==> src/logic/ccli_pkg.sv <==
// shared constants and types for the closed caption line inserter
package ccli_pkg;
    // ************************************************************
    // line numbers and field layout
    // ************************************************************
    localparam logic [9:0] ODD_CAPTION_LINE = 10'd21;
    localparam logic [9:0] EVEN_CAPTION_LINE = 10'd284;
    localparam logic [9:0] ODD_LOAD_LINE = 10'd20;
    localparam logic [9:0] EVEN_LOAD_LINE = 10'd283;
    localparam logic [9:0] FIRST_LINE = 10'd1;
    localparam logic [9:0] LINE_RESET = 10'd0;

    // ************************************************************
    // caption waveform timing
    // ************************************************************
    localparam int CLOCK_HZ = 25_000_000;
    localparam int BIT_RATE_HZ = 503_497;
    // bit period in cycles, rounded down so a line never overruns
    localparam logic [7:0] BIT_CYCLES = 8'(CLOCK_HZ / BIT_RATE_HZ);
    localparam logic [7:0] HALF_BIT_CYCLES = 8'(CLOCK_HZ / BIT_RATE_HZ / 2);
    localparam logic [7:0] LINE_START_DELAY_US = 8'd10;
    localparam logic [11:0] START_DELAY_CYCLES = 12'(CLOCK_HZ / 1_000_000 * LINE_START_DELAY_US);
    localparam logic [3:0] RUNIN_CYCLES = 4'd7;
    localparam logic [1:0] GAP_BITS = 2'd2;
    localparam logic [4:0] PAYLOAD_BITS = 5'd16;
    localparam logic [11:0] COUNT_ZERO = 12'h000;
    localparam logic [7:0] BIT_ZERO = 8'h00;

    // ************************************************************
    // output levels and fifo
    // ************************************************************
    localparam logic [9:0] LEVEL_BLANK = 10'h0F0;
    localparam logic [9:0] LEVEL_HIGH = 10'h1F0;
    localparam logic [9:0] LEVEL_MID = 10'h170;
    localparam int FIFO_WIDTH = 10;
    localparam int FIFO_DEPTH = 8;

    typedef enum {
        CCLI_IDLE,
        CCLI_WAIT,
        CCLI_RUNIN,
        CCLI_GAP,
        CCLI_START,
        CCLI_DATA,
        CCLI_TAIL
    } ccli_state_e;
endpackage : ccli_pkg

==> src/logic/ccli_fifo.sv <==
// small synchronous fifo with valid/ready on both sides
`timescale 1ns/10ps
module ccli_fifo #(
    parameter int WIDTH = 10,
    parameter int DEPTH = 8
) (
    // clock and reset
    input wire logic mclk,
    input wire logic sys_rst,
    // fill side
    input wire logic inValid,
    output logic inReady,
    input wire logic [WIDTH-1:0] inData,
    // drain side
    output logic outValid,
    input wire logic outReady,
    output logic [WIDTH-1:0] outData
);
    localparam int AW = $clog2(DEPTH);

    typedef struct packed {
        logic [AW-1:0] wrPtr;
        logic [AW-1:0] rdPtr;
        logic [AW:0] count;
    } ccli_fifo_s;

    ccli_fifo_s st;
    ccli_fifo_s next_st;
    logic [WIDTH-1:0] mem [DEPTH];
    logic pushNow;
    logic popNow;

    assign inReady = (st.count != (AW+1)'(DEPTH));
    assign outValid = (st.count != '0);
    assign pushNow = inValid && inReady;
    assign popNow = outValid && outReady;
    assign outData = mem[st.rdPtr];

    always_comb begin
        next_st = st;
        if (pushNow) begin
            next_st.wrPtr = (st.wrPtr == AW'(DEPTH - 1)) ? '0 : st.wrPtr + 1'b1;
        end
        if (popNow) begin
            next_st.rdPtr = (st.rdPtr == AW'(DEPTH - 1)) ? '0 : st.rdPtr + 1'b1;
        end
        if (pushNow && !popNow) begin
            next_st.count = st.count + 1'b1;
        end else if (popNow && !pushNow) begin
            next_st.count = st.count - 1'b1;
        end
    end

    always_ff @(posedge mclk) begin
        if (sys_rst) begin
            st <= '0;
        end else begin
            st <= next_st;
        end
        if (pushNow) begin
            mem[st.wrPtr] <= inData;
        end
    end
endmodule : ccli_fifo

==> src/logic/ccli_inserter.sv <==
// closed caption line inserter: builds the caption waveform on two lines per frame
//
// How it works
// - caption data goes on line 21 of odd fields and line 284 of even fields.
// - each caption line opens with a 10 us blank start delay, then seven square cycles standing in for the sine, locked to the caption bit timing.
// - after the run-in the blank level is held two bit periods, then a start bit of 1.
// - sixteen payload bits follow as two bytes of seven data bits and an odd parity bit.
// - odd fields take bytes from the caption pair, even fields from the extended pair.
// - caption line timing counts from the external lineStart and advances only while the output fifo has room.
// - with captioning enabled, incoming pixels are ignored on the caption lines.
// - each caption byte holder is one byte deep, so only the last write before a caption line of its field goes out.
`timescale 1ns/10ps
module ccli_inserter (
    // clock and reset
    input wire logic mclk,
    input wire logic sys_rst,
    // field timing from the encoder
    input wire logic lineStart,
    input wire logic fieldOdd,
    input wire logic frameStart,
    // caption control and host bytes
    input wire logic captionOddEnable,
    input wire logic captionEvenEnable,
    input wire logic capByte0Write,
    input wire logic capByte1Write,
    input wire logic extByte0Write,
    input wire logic extByte1Write,
    input wire logic [7:0] hostByte,
    // pixel path in
    input wire logic pixelValid,
    output logic pixelReady,
    input wire logic [9:0] pixelData,
    // video path out
    output logic videoValid,
    input wire logic videoReady,
    output logic [9:0] videoData,
    output logic captionActive
);
    // ************************************************************
    // state
    // ************************************************************
    typedef struct packed {
        ccli_pkg::ccli_state_e state;
        logic [9:0] lineNum;
        logic [11:0] cycleCount;
        logic [7:0] bitCount;
        logic [4:0] bitIndex;
        logic [7:0] capByte0;
        logic [7:0] capByte1;
        logic [7:0] extByte0;
        logic [7:0] extByte1;
        logic [15:0] shiftReg;
        logic onCaption;
        logic [9:0] level;
    } ccli_s;

    ccli_s st;
    ccli_s next_st;
    logic [9:0] fifoInData;
    logic fifoInValid;
    logic fifoInReady;
    logic isCaptionLine;
    logic lineEnabled;

    // odd parity lands in bit 7 of each byte
    function automatic logic [7:0] with_parity(input logic [7:0] b);
        with_parity = {~^b[6:0], b[6:0]};
    endfunction : with_parity

    // lineStart opens line lineNum + 1, so compare one ahead
    assign isCaptionLine = !frameStart
        && (st.lineNum + ccli_pkg::FIRST_LINE == (fieldOdd ? ccli_pkg::ODD_CAPTION_LINE
                                                           : ccli_pkg::EVEN_CAPTION_LINE));
    assign lineEnabled = fieldOdd ? captionOddEnable : captionEvenEnable;

    // ************************************************************
    // sequencer
    // ************************************************************
    always_comb begin
        next_st = st;
        // single-deep holders, overwritten in place
        if (capByte0Write) begin
            next_st.capByte0 = hostByte;
        end
        if (capByte1Write) begin
            next_st.capByte1 = hostByte;
        end
        if (extByte0Write) begin
            next_st.extByte0 = hostByte;
        end
        if (extByte1Write) begin
            next_st.extByte1 = hostByte;
        end
        // bit clock runs outside idle and start delay, and only while the fifo can take a sample
        if (st.state != ccli_pkg::CCLI_IDLE && st.state != ccli_pkg::CCLI_WAIT && fifoInReady) begin
            next_st.bitCount = (st.bitCount == ccli_pkg::BIT_CYCLES - 8'd1) ? ccli_pkg::BIT_ZERO
                                                                            : st.bitCount + 8'd1;
        end
        if (frameStart) begin
            next_st.lineNum = ccli_pkg::LINE_RESET;
        end
        if (lineStart) begin
            next_st.lineNum = (frameStart ? ccli_pkg::LINE_RESET : st.lineNum) + ccli_pkg::FIRST_LINE;
        end
        case (st.state)
            ccli_pkg::CCLI_IDLE: begin
                next_st.onCaption = 1'b0;
                if (lineStart && isCaptionLine && lineEnabled) begin
                    next_st.state = ccli_pkg::CCLI_WAIT;
                    next_st.onCaption = 1'b1;
                    next_st.cycleCount = ccli_pkg::COUNT_ZERO;
                    // load bytes captured by the end of the previous line
                    next_st.shiftReg = fieldOdd ? {with_parity(st.capByte1), with_parity(st.capByte0)}
                                                : {with_parity(st.extByte1), with_parity(st.extByte0)};
                end
            end
            ccli_pkg::CCLI_WAIT: begin
                if (fifoInReady) begin
                    next_st.cycleCount = st.cycleCount + 12'd1;
                    if (st.cycleCount == ccli_pkg::START_DELAY_CYCLES - 12'd1) begin
                        next_st.state = ccli_pkg::CCLI_RUNIN;
                        next_st.cycleCount = ccli_pkg::COUNT_ZERO;
                        next_st.bitCount = ccli_pkg::BIT_ZERO;
                    end
                end
            end
            ccli_pkg::CCLI_RUNIN: begin
                if (fifoInReady && st.bitCount == ccli_pkg::BIT_CYCLES - 8'd1) begin
                    next_st.cycleCount = st.cycleCount + 12'd1;
                    if (st.cycleCount == 12'(ccli_pkg::RUNIN_CYCLES - 4'd1)) begin
                        next_st.state = ccli_pkg::CCLI_GAP;
                        next_st.cycleCount = ccli_pkg::COUNT_ZERO;
                    end
                end
            end
            ccli_pkg::CCLI_GAP: begin
                if (fifoInReady && st.bitCount == ccli_pkg::BIT_CYCLES - 8'd1) begin
                    next_st.cycleCount = st.cycleCount + 12'd1;
                    if (st.cycleCount == 12'(ccli_pkg::GAP_BITS - 2'd1)) begin
                        next_st.state = ccli_pkg::CCLI_START;
                    end
                end
            end
            ccli_pkg::CCLI_START: begin
                if (fifoInReady && st.bitCount == ccli_pkg::BIT_CYCLES - 8'd1) begin
                    next_st.state = ccli_pkg::CCLI_DATA;
                    next_st.bitIndex = '0;
                end
            end
            ccli_pkg::CCLI_DATA: begin
                if (fifoInReady && st.bitCount == ccli_pkg::BIT_CYCLES - 8'd1) begin
                    next_st.shiftReg = {1'b0, st.shiftReg[15:1]};
                    next_st.bitIndex = st.bitIndex + 5'd1;
                    if (st.bitIndex == ccli_pkg::PAYLOAD_BITS - 5'd1) begin
                        next_st.state = ccli_pkg::CCLI_TAIL;
                    end
                end
            end
            ccli_pkg::CCLI_TAIL: begin
                // hold blank to the end of the line, pixels still dropped
                if (lineStart) begin
                    next_st.state = ccli_pkg::CCLI_IDLE;
                    next_st.onCaption = 1'b0;
                end
            end
            default: begin
                next_st.state = ccli_pkg::CCLI_IDLE;
            end
        endcase
        // level follows the state being entered, so a fifo stall never skews a sample
        case (next_st.state)
            ccli_pkg::CCLI_RUNIN: begin
                // square approximation of the sine, one cycle per bit period
                next_st.level = (next_st.bitCount < ccli_pkg::HALF_BIT_CYCLES) ? ccli_pkg::LEVEL_HIGH
                                                                                : ccli_pkg::LEVEL_BLANK;
            end
            ccli_pkg::CCLI_START: begin
                next_st.level = ccli_pkg::LEVEL_HIGH;
            end
            ccli_pkg::CCLI_DATA: begin
                // lsb of byte 0 first
                next_st.level = next_st.shiftReg[0] ? ccli_pkg::LEVEL_HIGH : ccli_pkg::LEVEL_BLANK;
            end
            default: begin
                // idle, start delay, gap and tail all sit at blank
                next_st.level = ccli_pkg::LEVEL_BLANK;
            end
        endcase
    end

    always_ff @(posedge mclk) begin
        if (sys_rst) begin
            st <= '0;
            st.state <= ccli_pkg::CCLI_IDLE;
            st.level <= ccli_pkg::LEVEL_BLANK;
        end else begin
            st <= next_st;
        end
    end

    // ************************************************************
    // output mux and buffering
    // ************************************************************
    // pixels are drained and dropped while the caption owns the line
    assign pixelReady = st.onCaption ? 1'b1 : fifoInReady;
    // caption fills every slot of its line, so its timing never waits on pixels
    assign fifoInValid = st.onCaption ? 1'b1 : pixelValid;
    assign fifoInData = st.onCaption ? st.level : pixelData;
    assign captionActive = st.onCaption;

    ccli_fifo #(
        .WIDTH(ccli_pkg::FIFO_WIDTH),
        .DEPTH(ccli_pkg::FIFO_DEPTH)
    ) u_fifo (
        .mclk(mclk),
        .sys_rst(sys_rst),
        .inValid(fifoInValid),
        .inReady(fifoInReady),
        .inData(fifoInData),
        .outValid(videoValid),
        .outReady(videoReady),
        .outData(videoData)
    );
endmodule : ccli_inserter

==> config.mk <==
export PLATFORM = sky130hd
export DESIGN_NAME = ccli_inserter
export DESIGN_NICKNAME = d
export VERILOG_FILES = /design/src/logic/ccli_pkg.sv /design/src/logic/ccli_fifo.sv /design/src/logic/ccli_inserter.sv
export SDC_FILE = /design/constraint.sdc
export NUM_CORES = 1
export LEC_CHECK = 0
export BUFFER_PORTS_ARGS = -buffer_cell sky130_fd_sc_hd__buf_2
export CORE_MARGIN = 2
export CORE_UTILIZATION = 35
export CTS_CLUSTER_DIAMETER = 50
export CTS_CLUSTER_SIZE = 28
export DETAILED_ROUTE_END_ITERATION = 12
export PLACE_DENSITY_LB_ADDON = 0.08
export SYNTH_ARGS = -nofsm -noshare
export SYNTH_HDL_FRONTEND = slang
export SYNTH_HIERARCHICAL = 1
export SYNTH_SLANG_ARGS = --single-unit
==> constraint.sdc <==
create_clock -name mclk -period 3.7 [get_ports mclk]
set_clock_uncertainty 0.2 [all_clocks]
set_input_delay 0.185 -clock mclk [delete_from_list [all_inputs] [get_ports mclk]]
set_output_delay 0.185 -clock mclk [all_outputs]
set_load 0.005 [all_outputs]
Word level (Yosys, flattened, before mapping)
Memories as Yosys holds them, arrays and structs flattened. A register that Yosys moved wholly into a read port is not among the register bits.
Cells that the tools add are included.
{ "totals": {"reg_bits": 132, "latch_bits": 0, "wordCells": 131, "mem_bits_rw": 80, "memories": 1, "input_bits": 31, "mem_bits_ro": 0, "out_inout_bits": 13} }
{ "op_classes": {"multipliers": 0, "n_eq_ne": 26, "n_reduce_logical": 29, "addsub": 9, "shifts": 0, "n_lt_le_gt_ge": 1, "div_mod_pow": 0, "n_mux": 49, "n_bitwise": 0} }
{ "mem_list": {"columns": ["memory", "depth", "width", "read_ports", "rd_clocked_by_memory_dff", "wr", "line_no", "rtl"], "rows": [
  ["u_fifo.mem", 8, 10, 1, 1, 1, "ccli_fifo.sv:29", "logic [WIDTH-1:0] mem [DEPTH];"]
]} }
{ "op_table": {"columns": ["op", "count"], "rows": [
  ["$mux W32", 11],
  ["$pmux W32 S7", 1],
  ["$eq A32 B3 Y1 const B", 5],
  ["$eq A32 B2 Y1 const B", 3],
  ["$mux W12", 4],
  ["$pmux W12 S4", 1],
  ["$mux W20", 2],
  ["$eq A32 B1 Y1 const B", 1],
  ["$logic_not A32 Y1", 1],
  ["$mux W16", 2],
  ["$ne A32 B2 Y1 const B", 1],
  ["$pmux W16 S2", 1],
  ["$reduce_bool A32 Y1", 1],
  ["$mux W10", 3],
  ["$reduce_xnor A7 Y1", 4],
  ["$mux W9", 3],
  ["$pmux W9 S3", 1],
  ["$mux W8", 3],
  ["$add A10 B1 Y10 const B", 2],
  ["$mux W17", 1],
  ["$ne A2 B2 Y1 const B", 7],
  ["$add A12 B1 Y12 const B", 1],
  ["$eq A12 B1 Y1 const B", 1],
  ["$eq A12 B3 Y1 const B", 1],
  ["25 further kinds", 53]
]} }

Longest topological paths before layout
Gate-level depths: netlist of the first run.
{ "depth": {"depth_word": 10, "depth_mapped": 11, "mapped_depth_nobuf": 10} }

By module
The synthesis of the first run kept the hierarchy.
{ "by_module_without_submodules": {"columns": ["mod", "area_each_um2", "cells_per_inst", "n_inst"], "rows": [
  ["ccli_inserter", 5260.0, 581, 1],
  ["ccli_fifo", 3742.3, 190, 1]
]} }

Least setup slack after synthesis of the first run
No wires, ideal clock.
{ "synth_path": {"path_type": "register -> register", "startpoint": "register u_fifo/st[1] in the netlist's numbering", "endpoint": "register u_fifo/st[3] in the netlist's numbering", "arrival_ns": 2.389, "setup_time_ns": 0.121, "t_required_ns": 3.379, "setup_slack_ns": 0.990, "stages_incl_launch_ff": 11, "period_less_slack_ns": 2.710, "cell_sequence": "dfxtp_1 > or4b_4 > nand2_4 > inv_2 > ha_1 > inv_1 > ha_1 > a21oi_1 > a211oi_1 > a31oi_1 > mux2_2"} }
{ "synth_between": {"elab_chain_cells": 5, "word_cells_on_any_way": 13, "cone_classes": "2 x add/sub; 1 x eq/ne; 2 x mux; 8 x reduce/logical"} }
{ "synth_lines": {"columns": ["element", "line_no", "rtl"], "rows": [
  ["start: declaration", "ccli_fifo.sv:27", "ccli_fifo_s st;"],
  ["start signal: assignment", "ccli_fifo.sv:58", "st <= next_st;"],
  ["$ne A4 B4 Y1 (*)", "ccli_fifo.sv:33", "assign inReady = (st.count != (AW+1)'(DEPTH));"],
  ["net fifoInReady", "ccli_inserter.sv:61", "logic fifoInReady;"],
  ["$logic_and A1 B1 Y1 (*)", "ccli_fifo.sv:35", "assign pushNow = inValid && inReady;"],
  ["net u_fifo.pushNow", "ccli_fifo.sv:30", "logic pushNow;"],
  ["$logic_not A1 Y1", "ccli_fifo.sv:49", "end else if (popNow && !pushNow) begin"],
  ["$logic_and A1 B1 Y1", "ccli_fifo.sv:49", null],
  ["$reduce_bool A2 Y1 (no source line)", null, null]
]} }
Mark *: on every way through the listed nets, which the timed path passes. The rest lies on a longest branch. The select of a mux whose other input is x is not followed.
A chain may end at the register's enable or synchronous reset.

Worst setup path in the final report of the first run
Ends and elaborated chain as after synthesis.

==> flow_summary.json, run 1 <==
{
  "numCtsBuffers": 26,
  "port_buffers": 42,
  "postLayoutCoreUtil": 0.431,
  "reg2reg_to": "u_fifo/st[3]",
  "synth.distinct_cells": 66,
  "chipWidth_um": 164,
  "synthToLayoutAreaGrowth_pct": 20.5,
  "synth_seq_cells": 206,
  "die_y_um": 164,
  "grt_overflow": 0,
  "cp-end-kind": "register",
  "reg2regPathDepth": 10,
  "grt_pass1_wl_mm": 30.9,
  "crit_type": "reg -> reg",
  "seqPwrFrac": 0.426,
  "leakage_nw": 4.07,
  "clock_latency_ns": 0.53,
  "peakVddDrop_uv": 292,
  "drive_gt1_frac": 0.180,
  "timing.rr.start": "u_fifo/st[1]",
  "synth_top_flop_cell": "dfxtp_1",
  "p_comb_frac": 0.147,
  "synth-compound-area-share": 0.0635,
  "vias_per_cell": 4.86,
  "placedCellCount": 1141,
  "layout_commonest_cell": "dfxtp_1",
  "synth-edff-count": 80,
  "placed_area_mm2": 0.00962,
  "ant_nets": 0,
  "grt_usage": 0.144,
  "synthAdderAreaFrac": 0.0245,
  "power_density_mw_per_mm2": 561,
  "switching_share": 0.272,
  "clock-sinks": 206,
  "hold_path.class": "in -> reg",
  "drt-wirelength-per-cell_um": 15.6,
  "yosysWarnings": 6,
  "critPathRequiredTime_ns": 3.90,
  "postCtsSetupBuffers": 0,
  "tns_ns": 0,
  "fillers": 2313,
  "nNetsFinal": 917,
  "fin_area_mm2": 0.0109,
  "most-common-layout-cells": "126 x dfxtp_1, 86 x nor2_1, 80 x edfxtp_1",
  "tightest_slew_ns": 0.969,
  "rrSetupSlack_ns": 0.54,
  "drv_slew": 0,
  "wl_mm": 19.0,
  "max_freq_mhz": 316,
  "row_count": 58,
  "status": "finished, final reports clean",
  "worst-path-max-fanout": 10,
  "drv_cap": 0,
  "place.gp.congestion": 0.773,
  "period_share": 0.854,
  "antenna_found_initial": 0,
  "synth_area_mm2": 0.00900,
  "clk_pin_slew_ns": 0.06,
  "core_mm2": 0.0252,
  "internal-power_mw": 4.43,
  "synth-seq-area-share": 0.547,
  "vias": 5926,
  "worstPathArrival_ns": 3.36,
  "muxShareOfSynthArea": 0.130,
  "netlist_instances": 771,
  "slew_headroom": 0.353,
  "worstSetupStartpointType": "register",
  "dieArea_mm2": 0.0270,
  "start_util": 0.357,
  "holdWs_ns": 0.0692,
  "fin_cells": 1219,
  "syn_area_per_cell_um2": 11.7,
  "grt_pass1_vias": 5983,
  "cts_tree": "done",
  "hold_viol": 0,
  "min_to": "u_fifo/st[1]",
  "cts-htree-levels": 1,
  "power_switching_mw": 1.66,
  "dp_hpwl_mm": 12.5,
  "n_antenna_cell": 0,
  "grt_max_degree": 45,
  "drt_first_pass_iters": 4,
  "rsz0062_at_grt": "false",
  "drtIter0Drc": 320,
  "cts_buffer_depth": 3,
  "min_path_cells": 2,
  "clkPwrFrac": 0.427,
  "setup_viol": 0,
  "synth_top_family_by_area": "simple AND/OR/NAND/NOR gates",
  "hp-start": "sys_rst",
  "route.detailed.drc": 0,
  "ys_async_sr_fraction": 0,
  "synth-xor-area-share": 0.0525,
  "synth_simple_gate_area_frac": 0.154,
  "cts-root-buf": "clkbuf_16",
  "period_needed_ns": 3.16,
  "ioPinCount": 44
}
-- registers in the layout, summed over array words and instances, names as in the netlist, named ones only --
name,count
st,112
u_fifo/mem,80
u_fifo/st,10
captionActive,1
-- power groups by stage --
stage	clock network, mW	logic [mW]	registers (mW)
after floorplan	0	0.663	2.60
final	2.60	0.895	2.59
after detailed placement	0	0.880	2.64
after CTS	2.68	0.913	2.59
after global routing	2.78	0.998	2.61
after global placement	0	0.849	2.63
-- worst max-delay path: stages, from the launching register on --
cell	delay [ns]
dfxtp_1	0.37
or4b_4	0.66
nand2_4	0.17
inv_2	0.08
ha_1	0.22
inv_1	0.14
ha_1	0.29
a21oi_1	0.25
a211oi_1	0.12
a31oi_1	0.20
mux2_2	0.35
-- layer usage --
metal,routed length [um],track usage,vias up
met5,0,0,-
li1,-,-,2971
met3,657,0.0224,28
met4,303,0.0368,0
met1,8680,0.183,2843
met2,9390,0.255,84
-- how the worst max path moves through the flow --
stage / start / end / cells after the start
after CTS: u_fifo/st[1] / u_fifo/st[3] / 10
after global routing: u_fifo/st[1] / u_fifo/st[3] / 10
after global placement: st[121] / st[26] / 8
after floorplan: u_fifo/st[1] / u_fifo/st[3] / 10
final: u_fifo/st[1] / u_fifo/st[3] / 10
after detailed placement: u_fifo/st[1] / u_fifo/st[3] / 10
-- logic make-up (layout without fill, tap and decap cells) --
kind of cell,after synthesis,in the layout
compound gates,91,91
xor+xnor,54,54
fa+ha+maj,17,17
buf+inv,54,144
flops,206,206
mux,81,81
other cells,1,29
simple gates,267,267
-- stage by stage --
| stage | power, mW | setup slack (ns) |
|---|---|---|
| finish | 6.08 | 0.540 |
| global route | 6.39 | 0.388 |
| CTS | 6.19 | 0.554 |
| detailed placement | 3.52 | 0.572 |
| global placement | 3.48 | 0.614 |
| floorplan | 3.26 | 0.990 |
-- layout make-up --
type                    count  area, um^2  share of cell area
flip-flops and latches    206        4920               0.454
clock inverters            18         211              0.0195
multi-input cells         539        3940               0.363
inverters                  11        41.3             0.00381
well taps                 330         413              0.0381
clock buffers              30         717              0.0661
repair buffers             85         608              0.0560
-- timing repair --
item                                   CTS  global route
endpoints found under the hold margin  127             0
gates resized for setup                  0             0
hold buffers                            30             0
-- cells in the mapped netlist (16+ instances only) --
| cell type | n | area share |
|---|---|---|
| dfxtp_1 | 126 | 0.28 |
| nor2_1 | 86 | 0.036 |
| edfxtp_1 | 80 | 0.27 |
| nand2_1 | 58 | 0.024 |
| a21oi_1 | 37 | 0.021 |
| mux2i_1 | 35 | 0.039 |
| xnor2_1 | 35 | 0.034 |
| clkbuf_1 | 28 | 0.012 |
| mux2_2 | 26 | 0.033 |
| mux4_1 | 20 | 0.058 |
| xor2_1 | 19 | 0.018 |
| nor3_1 | 18 | 0.010 |
| o21ai_0 | 17 | 0.0095 |
| a22oi_1 | 16 | 0.013 |
| ha_1 | 16 | 0.022 |
Note: power is estimated with default switching activity, not from simulation.
==> run 2: changes to the inputs <==
CTS_BUF_LIST = sky130_fd_sc_hd__clkbuf_4 sky130_fd_sc_hd__clkbuf_8   (was unset)
==> flow_summary.json, run 2 (synthesized netlist as in run 1, its figures left out) <==
{
  "critPathRequiredTime_ns": 3.93,
  "grt_overflow": 0,
  "hold_path.class": "in -> reg",
  "clk_pin_slew_ns": 0.08,
  "ioPinCount": 44,
  "hp-start": "sys_rst",
  "ant_nets": 0,
  "n_antenna_cell": 0,
  "dp_hpwl_mm": 12.5,
  "grt_pass1_vias": 5956,
  "leakage_nw": 3.93,
  "start_util": 0.357,
  "min_path_cells": 2,
  "crit_type": "reg -> reg",
  "drt-met1-wl_mm": 8.59,
  "postLayoutCoreUtil": 0.419,
  "numCtsBuffers": 26,
  "most-common-layout-cells": "126 x dfxtp_1, 86 x nor2_1, 80 x edfxtp_1",
  "place.gp.congestion": 0.773,
  "peakVddDrop_uv": 246,
  "crit_top_cell": "ha_1",
  "setup_viol": 0,
  "port_buffers": 42,
  "path_cells": "or4b_4 -> nand2_4 -> inv_2 -> ha_1 -> inv_1 -> ha_1 -> a21oi_1 -> a211oi_1 -> a31oi_1 -> mux2_2",
  "min_to": "st[26]",
  "rsz0062_at_grt": "false",
  "slew_headroom": 0.328,
  "drt_first_pass_iters": 5,
  "grt_pass1_wl_mm": 30.7,
  "wl_mm": 19.0,
  "cp_slowest_stage_delay_ns": 0.66,
  "worstPathArrival_ns": 3.38,
  "reg2regPathDepth": 10,
  "drtIter0Drc": 331,
  "period_share": 0.851,
  "reg.largest.list": "st (112), u_fifo/mem (80), u_fifo/st (10)",
  "status": "finished, final reports clean",
  "chipWidth_um": 164,
  "tns_ns": 0,
  "synthToLayoutAreaGrowth_pct": 17.2,
  "rrSetupSlack_ns": 0.55,
  "tightest_slew_ns": 1.01,
  "postCtsSetupBuffers": 0,
  "power_density_mw_per_mm2": 508,
  "die_y_um": 164,
  "cts-htree-levels": 1,
  "drive_gt1_frac": 0.180,
  "drt-wirelength-per-cell_um": 15.6,
  "grt_max_degree": 45,
  "cts_tree": "done",
  "crit_path_start": "u_fifo/st[1]",
  "drv_slew": 0,
  "reg2reg_to": "u_fifo/st[3]",
  "layout_commonest_cell": "dfxtp_1",
  "dr_wl_met2_mm": 9.30,
  "dieArea_mm2": 0.0270,
  "hold_viol": 0,
  "cp-end-kind": "register",
  "grt_usage": 0.143,
  "worstSetupStartpointType": "register",
  "antenna_found_initial": 0,
  "clock-sinks": 206,
  "routed.top_layer": "met4",
  "timing.rr.start": "u_fifo/st[1]",
  "vias": 5925,
  "route.detailed.drc": 0,
  "cts-root-buf": "clkbuf_8",
  "row_count": 58,
  "critPathSlowestCell": "or4b_4",
  "vias_per_cell": 4.86,
  "max_freq_mhz": 318,
  "fillers": 2358,
  "largest_reg_flops": 112,
  "top_register": "st",
  "nNetsFinal": 917,
  "clock_latency_ns": 0.56,
  "period_needed_ns": 3.15,
  "wl_met3_um": 790,
  "worst-path-max-fanout": 10,
  "drv_cap": 0,
  "core_mm2": 0.0252,
  "cts_buffer_depth": 3
}
[run 2: per-layer routing]
metal	vias up	track usage
li1	2964	-
met1	2847	0.182
met2	88	0.255
met3	26	0.0216
met4	0	0.0324
met5	-	0
[run 2: how the worst max path moves through the flow]
stage                    to  depth (start not counted)
6_report       u_fifo/st[3]                         10
5_1_grt        u_fifo/st[3]                         10
4_1_cts        u_fifo/st[3]                         10
3_5_place_dp   u_fifo/st[3]                         10
3_3_place_gp         st[26]                          8
2_1_floorplan  u_fifo/st[3]                         10
[run 2: report_power, final]
group	switching (mW)	internal [mW]
Sequential	0.103	2.49
Combinational	0.435	0.459
Clock	1.03	0.851
Total	1.57	3.80
[run 2: metrics by stage]
step / cells / setup WS [ns] / total power [mW] / hold WS [ns] / instance area, um^2
2_1_floorplan: 799 / 0.990 / 3.26 / 0.132 / 9110
3_3_place_gp: 1141 / 0.614 / 3.48 / 0.240 / 9620
3_5_place_dp: 1141 / 0.572 / 3.52 / 0.250 / 9620
4_1_cts: 1219 / 0.551 / 5.46 / 0.00390 / 10500
5_1_grt: 1219 / 0.384 / 5.66 / 0.0621 / 10500
6_report: 1219 / 0.553 / 5.36 / 0.0462 / 10500
[run 2: final cells by class]
type / count / area, um^2 / area share
Tap cell: 330 / 413 / 0.0392
Clock buffer: 30 / 413 / 0.0392
Clock inverter: 18 / 211 / 0.0200
Inverter: 11 / 41.3 / 0.00392
Timing Repair Buffer: 85 / 608 / 0.0577
Sequential cell: 206 / 4920 / 0.467
Multi-Input combinational cell: 539 / 3940 / 0.373
[run 2: timing repair]
item                                   CTS  global route
gates resized for setup                  0             0
hold buffers                            30             0
endpoints found under the hold margin  127             0
setup endpoints to repair                0             0
[run 2: worst max-delay path: cells and delay by family, from the launching register on]
family                     cells  cell delay [ns]
AOI/OAI and AO/OA              3             0.56
buffers and inverters          2             0.22
and+or+nand+nor                2             0.83
DFF                            1             0.38
adders and majority gates      2             0.51
muxes                          1             0.35
==> run 3: changes to the inputs <==
ABC_AREA = 1   (was unset)
CTS_CLUSTER_DIAMETER = 60   (was 50)
==> flow_summary.json, run 3 <==
{
  "status": "finished, final reports clean",
  "ys_async_sr_fraction": 0,
  "pre_cts_slack_ns": 0.947,
  "grt_max_degree": 43,
  "reg.largest.list": "st (112), u_fifo/mem (80), u_fifo/st (10)",
  "ioPinCount": 44,
  "fillers": 2734,
  "synth-edff-count": 80,
  "leakage_nw": 4.39,
  "dieArea_mm2": 0.0285,
  "period_needed_ns": 2.77,
  "max_freq_mhz": 360,
  "top_register": "st",
  "switching_share": 0.330,
  "internal-power_mw": 3.70,
  "synth.distinct_cells": 48,
  "row_count": 60,
  "die_y_um": 169,
  "period_share": 0.750,
  "hold_path.class": "in -> reg",
  "timing.rr.start": "u_fifo/st[0]",
  "power_switching_mw": 1.82,
  "synth-seq-area-share": 0.518,
  "synth_area_mm2": 0.00951,
  "clkPwrFrac": 0.302,
  "largest_reg_flops": 112,
  "dp_hpwl_mm": 15.2,
  "setup_slack_ns": 0.925,
  "most-common-layout-cells": "246 x nor2_1, 201 x nand2_1, 126 x dfxtp_1",
  "reg2regPathDepth": 17,
  "hold_viol": 0,
  "cts-htree-levels": 1,
  "wl_mm": 22.5,
  "postCtsSetupBuffers": 0,
  "nNetsFinal": 1285,
  "synth_top_flop_cell": "dfxtp_1",
  "vias": 7439,
  "reg2reg_to": "st[8]",
  "cts_tree": "done",
  "rrSetupSlack_ns": 1.00,
  "peakVddDrop_uv": 261,
  "min_to": "st[16]",
  "route.detailed.drc": 0,
  "start_util": 0.355,
  "synth_top_area_cell": "dfxtp_1",
  "netlist_instances": 1132,
  "min_path_cells": 5,
  "synth_seq_cells": 206,
  "finalPower_mw": 5.52,
  "clock_latency_ns": 0.55,
  "vias_per_cell": 4.66,
  "seqPwrFrac": 0.478,
  "cts.repair.resized": 0,
  "worstSetupStartpointType": "register",
  "yosysWarnings": 6,
  "drt-wirelength-per-cell_um": 14.1,
  "critPathRequiredTime_ns": 3.31,
  "netlist_top_cells_area": "dfxtp_1 27%, edfxtp_1 25%, nor2_1 9.7%",
  "yosysMostFrequentCell": "nor2_1",
  "setup_viol": 0,
  "core_mm2": 0.0268,
  "antenna_found_initial": 1,
  "tightest_slew_ns": 0.793,
  "cts_buffer_depth": 3,
  "grt_pass1_vias": 7288,
  "port_buffers": 42,
  "layout_commonest_cell": "nor2_1",
  "worstPathArrival_ns": 2.39,
  "synthToLayoutAreaGrowth_pct": 15.1,
  "postLayoutCoreUtil": 0.408,
  "rsz0062_at_grt": "false",
  "hp-start": "fieldOdd",
  "place.gp.congestion": 0.838,
  "p_comb_frac": 0.220,
  "drv_slew": 0,
  "power_density_mw_per_mm2": 505,
  "holdBufCountCts": 34,
  "worst-path-max-fanout": 40,
  "slew_headroom": 0.471,
  "numCtsBuffers": 22,
  "ant_nets": 0,
  "crit_type": "reg -> out",
  "drt_first_pass_iters": 4,
  "grt_overflow": 0,
  "syn_area_per_cell_um2": 8.40,
  "grt_usage": 0.159,
  "drive_gt1_frac": 0.121,
  "chipWidth_um": 169,
  "cp-end-kind": "output port",
  "synth.top_cell.area_share": 0.265,
  "clock-sinks": 206,
  "clk_pin_slew_ns": 0.10,
  "cts-root-buf": "clkbuf_8",
  "drtIter0Drc": 284,
  "synthTopCellsByCount": "246 x nor2_1, 201 x nand2_1, 126 x dfxtp_1, 80 x edfxtp_1, 76 x inv_1",
  "drv_cap": 0,
  "tns_ns": 0,
  "grt_pass1_wl_mm": 36.6
}
run 3: routing by layer:
layer	routed length (um)	vias up	track usage
met2	11000	69	0.292
met5	0	-	0
li1	-	3909	-
met1	10500	3432	0.198
met3	569	29	0.0229
met4	442	0	0.0367
run 3: cell families (layout without fill, tap and decap cells):
logic type | after synthesis | count (layout) | share of synthesized area
and+or+nand+nor | 573 | 573 | 0.265
buffers and inverters | 118 | 211 | 0.0563
xor gates and xnor gates | 34 | 34 | 0.0313
AOI/OAI and AO/OA | 181 | 181 | 0.103
muxes | 2 | 2 | 0.00211
DFF | 206 | 206 | 0.518
adders and majority gates | 17 | 17 | 0.0232
other | 1 | 30 | 0.000394
run 3: how the worst max path moves through the flow:
stage	to	slack [ns]	cells past startpoint
2_1_floorplan	u_fifo/st[3]	1.57	12
3_3_place_gp	st[79]	1.00	11
3_5_place_dp	st[79]	0.95	11
4_1_cts	videoData[8]	0.85	6
5_1_grt	videoData[1]	0.68	6
6_report	videoData[8]	0.93	6
run 3: worst max-delay path: stages (launching register included):
cell and delay (ns):
dfxtp_1 0.72, inv_2 0.48, o21ai_1 0.25, nand2_1 0.07, nand2_1 0.07, nand2_1 0.11, buf_2 0.14
run 3: power groups by stage:
stage	sequential, mW	clock, mW	combinational, mW
global route	2.67	1.83	1.40
detailed placement	2.70	0	1.22
finish	2.64	1.67	1.22
CTS	2.65	1.74	1.25
global placement	2.70	0	1.21
floorplan	2.64	0	0.923
run 3: final cells by class:
cell class | instances | area, um^2 | share of cell area
clock buffer | 25 | 338 | 0.0309
inverter | 87 | 327 | 0.0298
timing repair buffer | 84 | 611 | 0.0558
multi-input combinational | 836 | 4160 | 0.380
tap | 341 | 427 | 0.0390
sequential | 206 | 4920 | 0.450
antenna | 1 | 2.50 | 0.000229
clock inverter | 15 | 158 | 0.0144
run 3: per-stage QoR:
step / instances / hold slack (ns) / area, um^2
2_1_floorplan: 1160 / 0.0541 / 9620
3_3_place_gp: 1520 / 0.249 / 10100
3_5_place_dp: 1520 / 0.256 / 10100
4_1_cts: 1594 / 0.112 / 10900
5_1_grt: 1595 / 0.209 / 10900
6_report: 1595 / 0.149 / 10900
